## config.mk

```make
export PLATFORM = sky130hd
export DESIGN_NAME = bst_scan_top
export DESIGN_NICKNAME = d
export VERILOG_FILES = /design/src/design/bst_tap_fsm.v /design/src/design/bst_scan_top.v
export VERILOG_INCLUDE_DIRS = /design/src /design/src/shared
export SDC_FILE = /design/constraint.sdc
export NUM_CORES = 1
export LEC_CHECK = 0
export BUFFER_PORTS_ARGS = -buffer_cell sky130_fd_sc_hd__clkbuf_2
export CORE_MARGIN = 10
export CORE_UTILIZATION = 30
export DETAILED_ROUTE_END_ITERATION = 12
export GPL_TIMING_DRIVEN = 0
export HOLD_SLACK_MARGIN = 0.03
export PLACE_DENSITY = 0.57
export SLEW_MARGIN = 20
export SYNTH_ARGS = -nofsm -noshare
export SYNTH_HDL_FRONTEND = slang
export SYNTH_SLANG_ARGS = --single-unit
```

## constraint.sdc

```tcl
create_clock -name clk_sys -period 4.8 [get_ports clk_sys]
set_input_delay 0.24 -clock clk_sys [delete_from_list [all_inputs] [get_ports clk_sys]]
set_output_delay 0.24 -clock clk_sys [all_outputs]
set_load 0.05 [all_outputs]
```

## src/shared/bst_defs.vh

```
// constants for the boundary-scan test logic: states, codes, cell layout
// included by the tap controller, the scan top, the checker and the bench; definitions only
`ifndef BST_DEFS_VH
`define BST_DEFS_VH

// tap controller states, binary coded
`define BST_ST_W 4
`define BST_ST_RESET 4'h0
`define BST_ST_IDLE 4'h1
`define BST_ST_SEL_DR 4'h2
`define BST_ST_CAP_DR 4'h3
`define BST_ST_SHIFT_DR 4'h4
`define BST_ST_EXIT1_DR 4'h5
`define BST_ST_PAUSE_DR 4'h6
`define BST_ST_EXIT2_DR 4'h7
`define BST_ST_UPD_DR 4'h8
`define BST_ST_SEL_IR 4'h9
`define BST_ST_CAP_IR 4'hA
`define BST_ST_SHIFT_IR 4'hB
`define BST_ST_EXIT1_IR 4'hC
`define BST_ST_PAUSE_IR 4'hD
`define BST_ST_EXIT2_IR 4'hE
`define BST_ST_UPD_IR 4'hF

// instruction register and codes
`define BST_IR_W 4
`define BST_IR_EXTEST 4'h0
`define BST_IR_IDCODE 4'h1
`define BST_IR_HIGHZ 4'h4
`define BST_IR_SAMPLE 4'h5
`define BST_IR_BYPASS 4'hF
`define BST_IR_CAPTURE 4'h1

// identification register fields
`define BST_ID_W 32
`define BST_ID_VER_W 4
`define BST_ID_PART_W 16
`define BST_ID_MFR_W 11
`define BST_ID_LSB 1'b1

// functional pin counts
`define BST_NI 4
`define BST_NO 4
`define BST_NB 2

// boundary chain layout, cell 0 nearest the serial output
`define BST_POS_OUT 4
`define BST_POS_BIN 8
`define BST_POS_BOUT 10
`define BST_POS_BEN 12
`define BST_POS_DIS 14
`define BST_BSR_LEN 15

// synchroniser vector: tck, tms, tdi, trst_n, inputs, disable, bidirs
`define BST_SY_W 11
`define BST_SY_TCK 0
`define BST_SY_TMS 1
`define BST_SY_TDI 2
`define BST_SY_TRST 3
`define BST_SY_IN 4
`define BST_SY_DIS 8
`define BST_SY_BIO 9

`endif

```

## src/design/bst_tap_fsm.v

```verilog
// sixteen-state test access port controller
// assumes tck_rise is a one-cycle pulse and tms, trst_n are synchronised
`timescale 1ns/1ns
`include "bst_defs.vh"

module bst_tap_fsm
(
  // clock and reset
  input wire clk_sys,
  input wire sys_rst,
  // sampled test port
  input wire tck_rise,
  input wire tms,
  input wire trst_n,
  // controller state
  output reg [`BST_ST_W-1:0] state_reg
);

  reg [`BST_ST_W-1:0] state_next;

  // transition table, steered by tms at each rising test clock
  always @*
  begin
    case (state_reg)
      `BST_ST_RESET: state_next = tms ? `BST_ST_RESET : `BST_ST_IDLE;
      `BST_ST_IDLE: state_next = tms ? `BST_ST_SEL_DR : `BST_ST_IDLE;
      `BST_ST_SEL_DR: state_next = tms ? `BST_ST_SEL_IR : `BST_ST_CAP_DR;
      `BST_ST_CAP_DR: state_next = tms ? `BST_ST_EXIT1_DR : `BST_ST_SHIFT_DR;
      `BST_ST_SHIFT_DR:
        state_next = tms ? `BST_ST_EXIT1_DR : `BST_ST_SHIFT_DR;
      `BST_ST_EXIT1_DR: state_next = tms ? `BST_ST_UPD_DR : `BST_ST_PAUSE_DR;
      `BST_ST_PAUSE_DR:
        state_next = tms ? `BST_ST_EXIT2_DR : `BST_ST_PAUSE_DR;
      `BST_ST_EXIT2_DR: state_next = tms ? `BST_ST_UPD_DR : `BST_ST_SHIFT_DR;
      `BST_ST_UPD_DR: state_next = tms ? `BST_ST_SEL_DR : `BST_ST_IDLE;
      `BST_ST_SEL_IR: state_next = tms ? `BST_ST_RESET : `BST_ST_CAP_IR;
      `BST_ST_CAP_IR: state_next = tms ? `BST_ST_EXIT1_IR : `BST_ST_SHIFT_IR;
      `BST_ST_SHIFT_IR:
        state_next = tms ? `BST_ST_EXIT1_IR : `BST_ST_SHIFT_IR;
      `BST_ST_EXIT1_IR: state_next = tms ? `BST_ST_UPD_IR : `BST_ST_PAUSE_IR;
      `BST_ST_PAUSE_IR:
        state_next = tms ? `BST_ST_EXIT2_IR : `BST_ST_PAUSE_IR;
      `BST_ST_EXIT2_IR: state_next = tms ? `BST_ST_UPD_IR : `BST_ST_SHIFT_IR;
      `BST_ST_UPD_IR: state_next = tms ? `BST_ST_SEL_DR : `BST_ST_IDLE;
      default: state_next = `BST_ST_RESET;
    endcase
  end

  // tms held high walks any state to reset within five edges
  always @(posedge clk_sys)
  begin
    if (sys_rst || !trst_n)
      state_reg <= `BST_ST_RESET;
    else if (tck_rise)
      state_reg <= state_next;
  end

endmodule

```

## src/design/bst_scan_top.v

```verilog
// boundary-scan test logic: tap, instruction, bypass, id, boundary chain
// assumes the test port pins and functional pins are asynchronous to
// clk_sys; the test clock is sampled, so it must stay well below clk_sys/4
//
// Behaviour
// - instruction register four bits, shifted in shift-IR
// - code 0000 selects external test via chain
// - id code at update-IR selects id, normal pins
// - code 0100 floats outputs, bypass selected
// - code 0101 samples pins, preloads, core undisturbed
// - code 1111 selects one-bit bypass, normal pins
// - other codes select bypass and float outputs
// - capture-IR loads 0001
// - instruction resets to id code in reset
// - external test captures input pins at capture-DR
// - external test outputs change at update-DR fall
// - shift-DR moves selected register toward tdo
// - floating held until another instruction updates or the controller reaches reset
// - bypass captures zero at capture-DR
// - bypass leaves boundary update stage unchanged
// - bypass register is a single stage
// - id register 32 bits, loaded at capture-DR
// - id fields: version, part, maker, one
// - every functional pin has a boundary cell
// - disable input has cell, ignored in external test
// - sixteen-state controller moves on rising test clock
// - five tms-high edges reach reset
// - test reset low forces controller reset
`timescale 1ns/1ns
`include "bst_defs.vh"

module bst_scan_top
#(
  // identification fields, values arbitrary
  parameter [`BST_ID_VER_W-1:0] ID_VERSION = 4'hA,
  parameter [`BST_ID_PART_W-1:0] ID_PART = 16'h5A5A,
  parameter [`BST_ID_MFR_W-1:0] ID_MAKER = 11'h155
)
(
  // system clock and reset
  input wire clk_sys,
  input wire sys_rst,
  // test access port
  input wire tck,
  input wire tms,
  input wire tdi,
  input wire trst_n,
  output reg tdo,
  output reg tdo_oe,
  // functional pins
  input wire [`BST_NI-1:0] pin_in,
  input wire pin_dis,
  output reg [`BST_NO-1:0] pin_out,
  output reg [`BST_NO-1:0] pin_out_oe,
  input wire [`BST_NB-1:0] pin_io_i,
  output reg [`BST_NB-1:0] pin_io_o,
  output reg [`BST_NB-1:0] pin_io_oe,
  // core side
  output reg [`BST_NI-1:0] core_in,
  output reg [`BST_NB-1:0] core_io_i,
  input wire [`BST_NO-1:0] core_out,
  input wire [`BST_NO-1:0] core_out_oe,
  input wire [`BST_NB-1:0] core_io_o,
  input wire [`BST_NB-1:0] core_io_oe
);

  // two-flop synchronisers for every asynchronous input
  reg [`BST_SY_W-1:0] sync1_reg;
  reg [`BST_SY_W-1:0] sync2_reg;
  reg tck_prev_reg;
  wire [`BST_SY_W-1:0] raw_in;
  wire tck_s;
  wire tms_s;
  wire tdi_s;
  wire trst_n_s;
  wire [`BST_NI-1:0] in_s;
  wire dis_s;
  wire [`BST_NB-1:0] bio_s;
  wire tck_rise;
  wire tck_fall;

  assign raw_in = {pin_io_i, pin_dis, pin_in, trst_n, tdi, tms, tck};

  // first stage is read only by the second stage
  always @(posedge clk_sys)
  begin
    if (sys_rst)
    begin
      sync1_reg <= {`BST_SY_W{1'b0}};
      sync2_reg <= {`BST_SY_W{1'b0}};
      tck_prev_reg <= 1'b0;
    end
    else
    begin
      sync1_reg <= raw_in;
      sync2_reg <= sync1_reg;
      tck_prev_reg <= tck_s;
    end
  end

  assign tck_s = sync2_reg[`BST_SY_TCK];
  assign tms_s = sync2_reg[`BST_SY_TMS];
  assign tdi_s = sync2_reg[`BST_SY_TDI];
  assign trst_n_s = sync2_reg[`BST_SY_TRST] | sys_rst;
  assign in_s = sync2_reg[`BST_SY_DIS-1:`BST_SY_IN];
  assign dis_s = sync2_reg[`BST_SY_DIS];
  assign bio_s = sync2_reg[`BST_SY_W-1:`BST_SY_BIO];

  // edge strobes; both states sampled before the controller moves
  assign tck_rise = tck_s & ~tck_prev_reg;
  assign tck_fall = ~tck_s & tck_prev_reg;

  // controller
  wire [`BST_ST_W-1:0] tap_state;

  bst_tap_fsm u_fsm
  (
    .clk_sys(clk_sys),
    .sys_rst(sys_rst),
    .tck_rise(tck_rise),
    .tms(tms_s),
    .trst_n(trst_n_s),
    .state_reg(tap_state)
  );

  wire st_reset = (tap_state == `BST_ST_RESET);
  wire st_cap_dr = (tap_state == `BST_ST_CAP_DR);
  wire st_sh_dr = (tap_state == `BST_ST_SHIFT_DR);
  wire st_upd_dr = (tap_state == `BST_ST_UPD_DR);
  wire st_cap_ir = (tap_state == `BST_ST_CAP_IR);
  wire st_sh_ir = (tap_state == `BST_ST_SHIFT_IR);
  wire st_upd_ir = (tap_state == `BST_ST_UPD_IR);

  // instruction shift stage and active instruction
  reg [`BST_IR_W-1:0] ir_shift_reg;
  reg [`BST_IR_W-1:0] ir_reg;

  always @(posedge clk_sys)
  begin
    if (sys_rst)
      ir_shift_reg <= `BST_IR_CAPTURE;
    else if (tck_rise && st_cap_ir)
      ir_shift_reg <= `BST_IR_CAPTURE;
    else if (tck_rise && st_sh_ir)
      ir_shift_reg <= {tdi_s, ir_shift_reg[`BST_IR_W-1:1]};
  end

  // active code only moves at update-IR or in reset, so floating persists
  always @(posedge clk_sys)
  begin
    if (sys_rst || st_reset)
      ir_reg <= `BST_IR_IDCODE;
    else if (tck_fall && st_upd_ir)
      ir_reg <= ir_shift_reg;
  end

  // instruction decode
  reg sel_bsr;
  reg sel_id;
  reg test_mode;
  reg hiz_mode;

  always @*
  begin
    sel_bsr = 1'b0;
    sel_id = 1'b0;
    test_mode = 1'b0;
    hiz_mode = 1'b0;
    case (ir_reg)
      `BST_IR_EXTEST:
      begin
        sel_bsr = 1'b1;
        test_mode = 1'b1;
      end
      `BST_IR_IDCODE: sel_id = 1'b1;
      `BST_IR_HIGHZ: hiz_mode = 1'b1;
      `BST_IR_SAMPLE: sel_bsr = 1'b1;
      `BST_IR_BYPASS: hiz_mode = 1'b0;
      default: hiz_mode = 1'b1;
    endcase
  end

  // bypass: one stage, zero captured first
  reg bypass_reg;

  always @(posedge clk_sys)
  begin
    if (sys_rst)
      bypass_reg <= 1'b0;
    else if (tck_rise && st_cap_dr)
      bypass_reg <= 1'b0;
    else if (tck_rise && st_sh_dr)
      bypass_reg <= tdi_s;
  end

  // identification register, reloaded at every capture-DR while selected
  reg [`BST_ID_W-1:0] id_reg;
  wire [`BST_ID_W-1:0] id_code;

  assign id_code = {ID_VERSION, ID_PART, ID_MAKER,
    `BST_ID_LSB};

  always @(posedge clk_sys)
  begin
    if (sys_rst)
      id_reg <= id_code;
    else if (tck_rise && st_cap_dr && sel_id)
      id_reg <= id_code;
    else if (tck_rise && st_sh_dr && sel_id)
      id_reg <= {tdi_s, id_reg[`BST_ID_W-1:1]};
  end

  // boundary chain capture vector; output cells see what is driven
  wire [`BST_BSR_LEN-1:0] bsr_cap;
  reg [`BST_BSR_LEN-1:0] bsr_reg;
  reg [`BST_BSR_LEN-1:0] bsr_upd_reg;
  wire [`BST_BSR_LEN:0] bsr_chain;

  // every functional pin has a cell, disable input included
  assign bsr_cap = {dis_s, pin_io_oe, pin_io_o, bio_s, pin_out,
    in_s};
  assign bsr_chain = {tdi_s, bsr_reg};

  // one shift cell and one update cell per chain position
  genvar gi;
  generate
    for (gi = 0; gi < `BST_BSR_LEN; gi = gi + 1)
    begin : g_cell
      always @(posedge clk_sys)
      begin
        if (sys_rst)
          bsr_reg[gi] <= 1'b0;
        else if (tck_rise && st_cap_dr && sel_bsr)
          bsr_reg[gi] <= bsr_cap[gi];
        else if (tck_rise && st_sh_dr && sel_bsr)
          bsr_reg[gi] <= bsr_chain[gi+1];
      end

      // update stage only loads while the chain is selected
      always @(posedge clk_sys)
      begin
        if (sys_rst)
          bsr_upd_reg[gi] <= 1'b0;
        else if (tck_fall && st_upd_dr && sel_bsr)
          bsr_upd_reg[gi] <= bsr_reg[gi];
      end
    end
  endgenerate

  // serial output, launched on the falling test clock
  reg tdo_next;

  always @*
  begin
    if (st_sh_ir)
      tdo_next = ir_shift_reg[0];
    else if (sel_bsr)
      tdo_next = bsr_reg[0];
    else if (sel_id)
      tdo_next = id_reg[0];
    else
      tdo_next = bypass_reg;
  end

  // driver floats from the first falling test clock outside a shift state, at once in reset
  always @(posedge clk_sys)
  begin
    if (sys_rst)
    begin
      tdo <= 1'b0;
      tdo_oe <= 1'b0;
    end
    else if (st_reset)
    begin
      tdo <= 1'b0;
      tdo_oe <= 1'b0;
    end
    else if (tck_fall)
    begin
      tdo <= tdo_next;
      tdo_oe <= st_sh_ir | st_sh_dr;
    end
  end

  // pin muxing; update stage drives pins only in external test
  reg [`BST_NO-1:0] out_next;
  reg [`BST_NO-1:0] out_oe_next;
  reg [`BST_NB-1:0] io_next;
  reg [`BST_NB-1:0] io_oe_next;

  always @*
  begin
    out_next = core_out;
    out_oe_next = core_out_oe & {`BST_NO{~dis_s}};
    io_next = core_io_o;
    io_oe_next = core_io_oe & {`BST_NB{~dis_s}};
    if (hiz_mode)
    begin
      out_oe_next = {`BST_NO{1'b0}};
      io_oe_next = {`BST_NB{1'b0}};
    end
    else if (test_mode)
    begin
      // disable input ignored so update patterns stay intact
      out_next = bsr_upd_reg[`BST_POS_BIN-1:`BST_POS_OUT];
      out_oe_next = {`BST_NO{1'b1}};
      io_next = bsr_upd_reg[`BST_POS_BEN-1:`BST_POS_BOUT];
      io_oe_next = bsr_upd_reg[`BST_POS_DIS-1:`BST_POS_BEN];
    end
  end

  // pins registered; one clk_sys later than the update edge
  always @(posedge clk_sys)
  begin
    if (sys_rst)
    begin
      pin_out <= {`BST_NO{1'b0}};
      pin_out_oe <= {`BST_NO{1'b0}};
      pin_io_o <= {`BST_NB{1'b0}};
      pin_io_oe <= {`BST_NB{1'b0}};
    end
    else
    begin
      pin_out <= out_next;
      pin_out_oe <= out_oe_next;
      pin_io_o <= io_next;
      pin_io_oe <= io_oe_next;
    end
  end

  // core always sees the real pins; sampling never disturbs it
  always @(posedge clk_sys)
  begin
    if (sys_rst)
    begin
      core_in <= {`BST_NI{1'b0}};
      core_io_i <= {`BST_NB{1'b0}};
    end
    else
    begin
      core_in <= in_s;
      core_io_i <= bio_s;
    end
  end

endmodule

```

; Word level (Yosys, flattened, before mapping)
; Cells that the tools add are included.
[totals]
register_bits = 111
input_bits = 25
output_inout_bits = 20
[classes]
n_eq_ne = 18
n_mux = 55
bitwise_logic = 10
reduce_logical = 27
[ops]
columns = op, count
row1 = 4-bit case mux with 12 select lines, 1
row2 = 1-bit two-way mux, 39
row3 = "4-bit == test, second input constant", 9
row4 = 4-bit two-way mux, 7
row5 = "4-bit by 3-bit == test with 1-bit output, second input constant", 5
row6 = 2-bit OR reduction, 8
row7 = 2-bit two-way mux, 6
row8 = 1-bit logical AND, 11
row9 = "4-bit by 1-bit == test with 1-bit output, second input constant", 2
row10 = "4-bit by 2-bit == test with 1-bit output, second input constant", 2
row11 = 4-bit zero test, 2
row12 = 3-bit two-way mux, 2
row13 = 4-bit AND, 1
row14 = 1-bit NOT, 4
row15 = 4-bit OR reduction, 1
row16 = 3-bit OR reduction, 1
row17 = 1-bit AND, 2
row18 = 2-bit AND, 1
row19 = 1-bit logical OR, 2
row20 = 1-bit bitwise OR, 2
row21 = 2-bit nonzero test, 1
row22 = 1-bit zero test, 1

; Longest topological paths before layout
[depth]
ltp_word = 6
mapped_depth = 7

; Hierarchy
; A second synthesis with hierarchy kept.
[unflattened]
cells_unflattened = 472
hier_area_um2 = 4374.2
[modules_own_cells]
columns = mod, instances, cells_each, area_each_um2
row1 = bst_scan_top, 1, 424, 3975.1
row2 = bst_tap_fsm, 1, 48, 399.1

; Worst setup path after synthesis
; OpenSTA, ideal clock, no wires.
[synth_path]
kind = flip-flop to flip-flop
startpoint = register u_fsm.state_reg[0]
endpoint = register bsr_reg[10] (netlist: bsr_chain[10])
setup_ps = 66
arrival_ps = 1736
required_ps = 4734
setup_slack_ps = 2998
stages_incl_launch_ff = 7
cell_sequence = dfxtp_1 > buf_6 > or4b_4 > a2111oi_4 > buf_6 > o21ai_1 > a21oi_2
[synth_via]
elab_chain_len = 4
word_cells_on_any_way = 8
[synth_rtl]
columns = item, line_no
row1 = from (decl), bst_tap_fsm.v:16  ; output reg [`BST_ST_W-1:0] state_reg
row2 = from (signal assigned), bst_tap_fsm.v:53  ; state_reg <= `BST_ST_RESET;
row3 = from (signal assigned), bst_tap_fsm.v:55  ; state_reg <= state_next;
row4 = 4-bit by 2-bit == test with 1-bit output / 4-bit by 3-bit == test with 1-bit output (equally long branches), n/a
row5 = "1-bit logical AND, on equally long branches (2 in a row)", "bst_scan_top.v:233, bst_scan_top.v:235"
row6 = 1-bit two-way mux / 2-bit nonzero test (equally long branches), n/a
row7 = "to (signal, indexed assignment)", bst_scan_top.v:234  ; bsr_reg[gi] <= bsr_cap[gi];
row8 = "to (signal, indexed assignment)", bst_scan_top.v:236  ; bsr_reg[gi] <= bsr_chain[gi+1];
row9 = to (decl), bst_scan_top.v:215  ; reg [`BST_BSR_LEN-1:0] bsr_reg;
; Several ways; a longest one is shown, not always the timed one.
; A chain may end at the register's enable or synchronous reset.

; Worst setup path after layout
[layout_path]
startpoint = register u_fsm.state_reg[1]
endpoint = register bsr_reg[10] (netlist: bsr_chain[10])
; The elaborated chain is that of the path after synthesis.

==> results list <==
* CTS max path bufs: 2
- Multi-input combinational cell area: 1790 um2
- Counting flops with a built-in enable in the synthesized netlist gives 0.
* GRT Util Overall: 10.6%
* Clock transition at the register clock pins on the worst setup and hold paths after CTS: 0.08 ns
- Core footprint: 13800 um2
- TritonCTS created 9 clock buffers.
- Layout cells sized above 1: 16.3%
- Final-layout setup total negative slack: 0 ns
* Number of synthesized register bits: about 110
- RSZ-0062 raised after global routing: no
* Routed vias: 3319
- Via count of the first global-routing pass: roughly 3300
- Number of buffers inserted by post-CTS setup repair: 0
- DRC violation count after routing: 0
* Placement Rows: 43
* Sum of net half-perimeters after detailed placement: 6760 um
- CTS H-Tree Depth: 3
* Global-route wire length before repair: 16000 um
- Fill cells in the final layout number 1428.
- Along the worst path, the maximum fanout reaches 10.
* Cell area after layout: 4920 um2
- In the synthesized netlist, the cells that appear most often are sky130_fd_sc_hd__dfxtp_1 (111), sky130_fd_sc_hd__nand2_1 (84), sky130_fd_sc_hd__a21oi_1 (38), sky130_fd_sc_hd__nor2b_1 (33), sky130_fd_sc_hd__nor2_1 (28).
* Initial core utilization: 30.3%
* Signal arrival time at the worst endpoint: 2.36 ns
- Crit path time final: 2.06 ns
- Setup violations remaining at the end of the flow were counted as 0.
- TritonCTS built the clock tree.
- sky130_fd_sc_hd__dfxtp_1 takes more of the synthesized area than any other cell.
- For this run, the number of Yosys warnings is 0.
* Max Transition Viols Final: 0
- Yosys attributes the largest share of cell area to sky130_fd_sc_hd__dfxtp_1 (53%), sky130_fd_sc_hd__nand2_1 (7.5%), sky130_fd_sc_hd__nor2b_1 (4.9%), sky130_fd_sc_hd__a21oi_1 (4.6%), sky130_fd_sc_hd__mux2i_1 (3.8%).
- Antenna-violating nets left: 0
- Summing all flip-flop and latch instances after layout gives around 2200 um2.
- The number of antenna diodes in the final layout is 0.
- Port Buffer Count: 44
- Clk Tree Root Cell: sky130_fd_sc_hd__clkbuf_16
* Worst rel slew slack: a little under 30%
* Layout net count: 540
- Dominant cell by count in the synthesized netlist: sky130_fd_sc_hd__dfxtp_1
- Clock tree synthesis found a total of ~110 sinks.
- Pleak: 1.92 nW
- Setup crit start: u_fsm.state_reg[1]
- Post-route total power: 1.77 mW
* Number of optimization iterations in the first detailed-route pass: 4
- Entering global routing, the biggest net connects 22 pins.
* Gr ovfl total: 0
* Synthesized Nets: around 490
* Peak ir drop on the vdd network: about 0.00018 V
- Cells after synthesis: 460
- Number of hold-slack violations in the final timing report: 0
- Area growth from synthesis to final layout: 17.8%
- Start of the worst register-to-register path: u_fsm.state_reg[1]
- The worst setup path is launched from a register.
- Status: finished clean
* Hold wc startpoint: pin_in[3]
- Fmax achieved: 486 MHz
- Critical Setup Path Class: reg -> reg
- Worst slew pin tran: 1.05 ns
- Number of DRC violations after detailed-routing iteration 0: ~170
- Worst Path Required: 5.10 ns
- Power density cells: 360 nW/um2
* Max-cap violation count: 0
- Path class of the lowest-slack min-delay path: in -> reg
* Distinct cells, synth: 51
- The die covers approximately 19000 um2.
- After layout, the worst path uses 42.9% of the clock period.
- Total standard cell area after synthesis: 4180 um2
- In the routed layout, each cell is associated on average with a via count of 4.74.
- Total wire length after detailed routing: about 9500 um
- Routability-driven placement finished with a final weighted congestion of 0.803.
- Most used DFF post-synth: sky130_fd_sc_hd__dfxtp_1
- Die span in x: 138 um
- In this run, post-CTS hold repair placed 0 buffers.
- Area post-placement: 4620 um2
- Dividing the synthesized area by the synthesized cell count gives 9.08 um2.
- Proportion of register bits with asynchronous set or reset after synthesis: 0%
* Number of gates given a new drive strength after cts: 0
- For this run, the register share of the synthesized area comes to 53.2%.
- The number of antenna violations at the first check in global routing was 0.
- Max Clock Skew: 0.00699 ns
- Measured along the y axis, the die boundary spans 138 um.
- For the worst-skew pair, the clock arrives at the later sink with an insertion delay of 0.36 ns.
* Routed wirelength normalized by instance count: 13.6 um
- Post-synth top area share: 53.2%
* Ports placed on the boundary: 45
* Setup crit end kind: register
- Number of flip-flops in the largest register: 32
worst paths after layout:
path	slack, ns	end	cells after the start
worst max-delay path	2.74	bsr_chain[10]	6
worst min-delay path	0.08	sync1_reg[7]	2
worst max register to register	2.74	bsr_chain[10]	6
worst min register to register	0.44	sync2_reg[6]	1
worst max-delay path: stages (launching register included):
cell and delay [ns]:
sky130_fd_sc_hd__dfxtp_1 0.30, sky130_fd_sc_hd__buf_2 0.16, sky130_fd_sc_hd__or4b_4 0.57, sky130_fd_sc_hd__a2111oi_4 0.54, sky130_fd_sc_hd__buf_6 0.23, sky130_fd_sc_hd__o21ai_1 0.08, sky130_fd_sc_hd__a21oi_2 0.12
cell families (layout without fill, tap and decap cells):
logic type             count (synthesis)  count (layout)  synth area share, %
XOR/XNOR                               2               2                0.419
multiplexers                          17              17                 4.10
buffers and inverters                 38              98                 3.92
AND/OR/NAND/NOR                      191             191                 22.6
AO/OA/AOI/OAI                        101             101                 15.7
flip-flops                           111             111                 53.2
stage by stage:
step | worst slack (ns) | util [%] | cells | hold WS [ns]
2_1_floorplan | 3.00 | - | 460 | 0.323
4_1_cts | 2.75 | 35.7 | 700 | 0.0720
6_report | 2.74 | 35.7 | 700 | 0.0812
5_1_grt | 2.57 | 35.7 | 700 | 0.0802
3_3_place_gp | 2.80 | 33.6 | 684 | 0.426
3_5_place_dp | 2.76 | 33.6 | 684 | 0.424
layer usage:
layer	share of wire [%]	GRT usage, %	wire [um]
met1	48	13.4	4550
met2	44	15.9	4150
met3	6.7	3.33	638
met4	2.0	5.16	190
met5	0	0	0
where the power goes:
| group | switching (mW) | internal, mW | total [mW] |
|---|---|---|---|
| sequential | 0.00797 | 0.936 | 0.944 |
| combinational | 0.0539 | 0.0252 | 0.0791 |
| clock | 0.378 | 0.370 | 0.748 |
cells in the final DEF (no fill, tap or decap), types with 3 or more instances in the layout:
cell,netlist,routed
sky130_fd_sc_hd__mux2i_1,16,16
sky130_fd_sc_hd__inv_6,0,3
sky130_fd_sc_hd__clkbuf_1,23,23
sky130_fd_sc_hd__dfxtp_1,111,111
sky130_fd_sc_hd__o211ai_1,4,4
sky130_fd_sc_hd__clkbuf_2,0,44
sky130_fd_sc_hd__a21oi_2,7,7
sky130_fd_sc_hd__or2_2,3,3
sky130_fd_sc_hd__a211o_1,3,3
sky130_fd_sc_hd__a21oi_1,38,38
sky130_fd_sc_hd__nand2b_1,7,7
sky130_fd_sc_hd__inv_1,8,8
sky130_fd_sc_hd__nor3b_1,3,3
sky130_fd_sc_hd__buf_2,5,5
sky130_fd_sc_hd__o21ai_0,3,3
sky130_fd_sc_hd__clkbuf_16,0,9
sky130_fd_sc_hd__nand3_1,18,18
sky130_fd_sc_hd__o21ai_1,12,12
sky130_fd_sc_hd__nor2_1,28,28
sky130_fd_sc_hd__o22ai_1,14,14
sky130_fd_sc_hd__nor2b_1,33,33
sky130_fd_sc_hd__nand2_1,84,84
area by class of cell:
class,instances,area share (%)
clock buffer,9,4.58
clock inverter,7,1.48
multi-input combinational,311,36.4
buffer,30,2.72
inverter,8,0.610
sequential,111,45.2
tap,180,4.58
timing repair buffer,44,4.48
No activity file was read; power rests on OpenSTA's default activity.
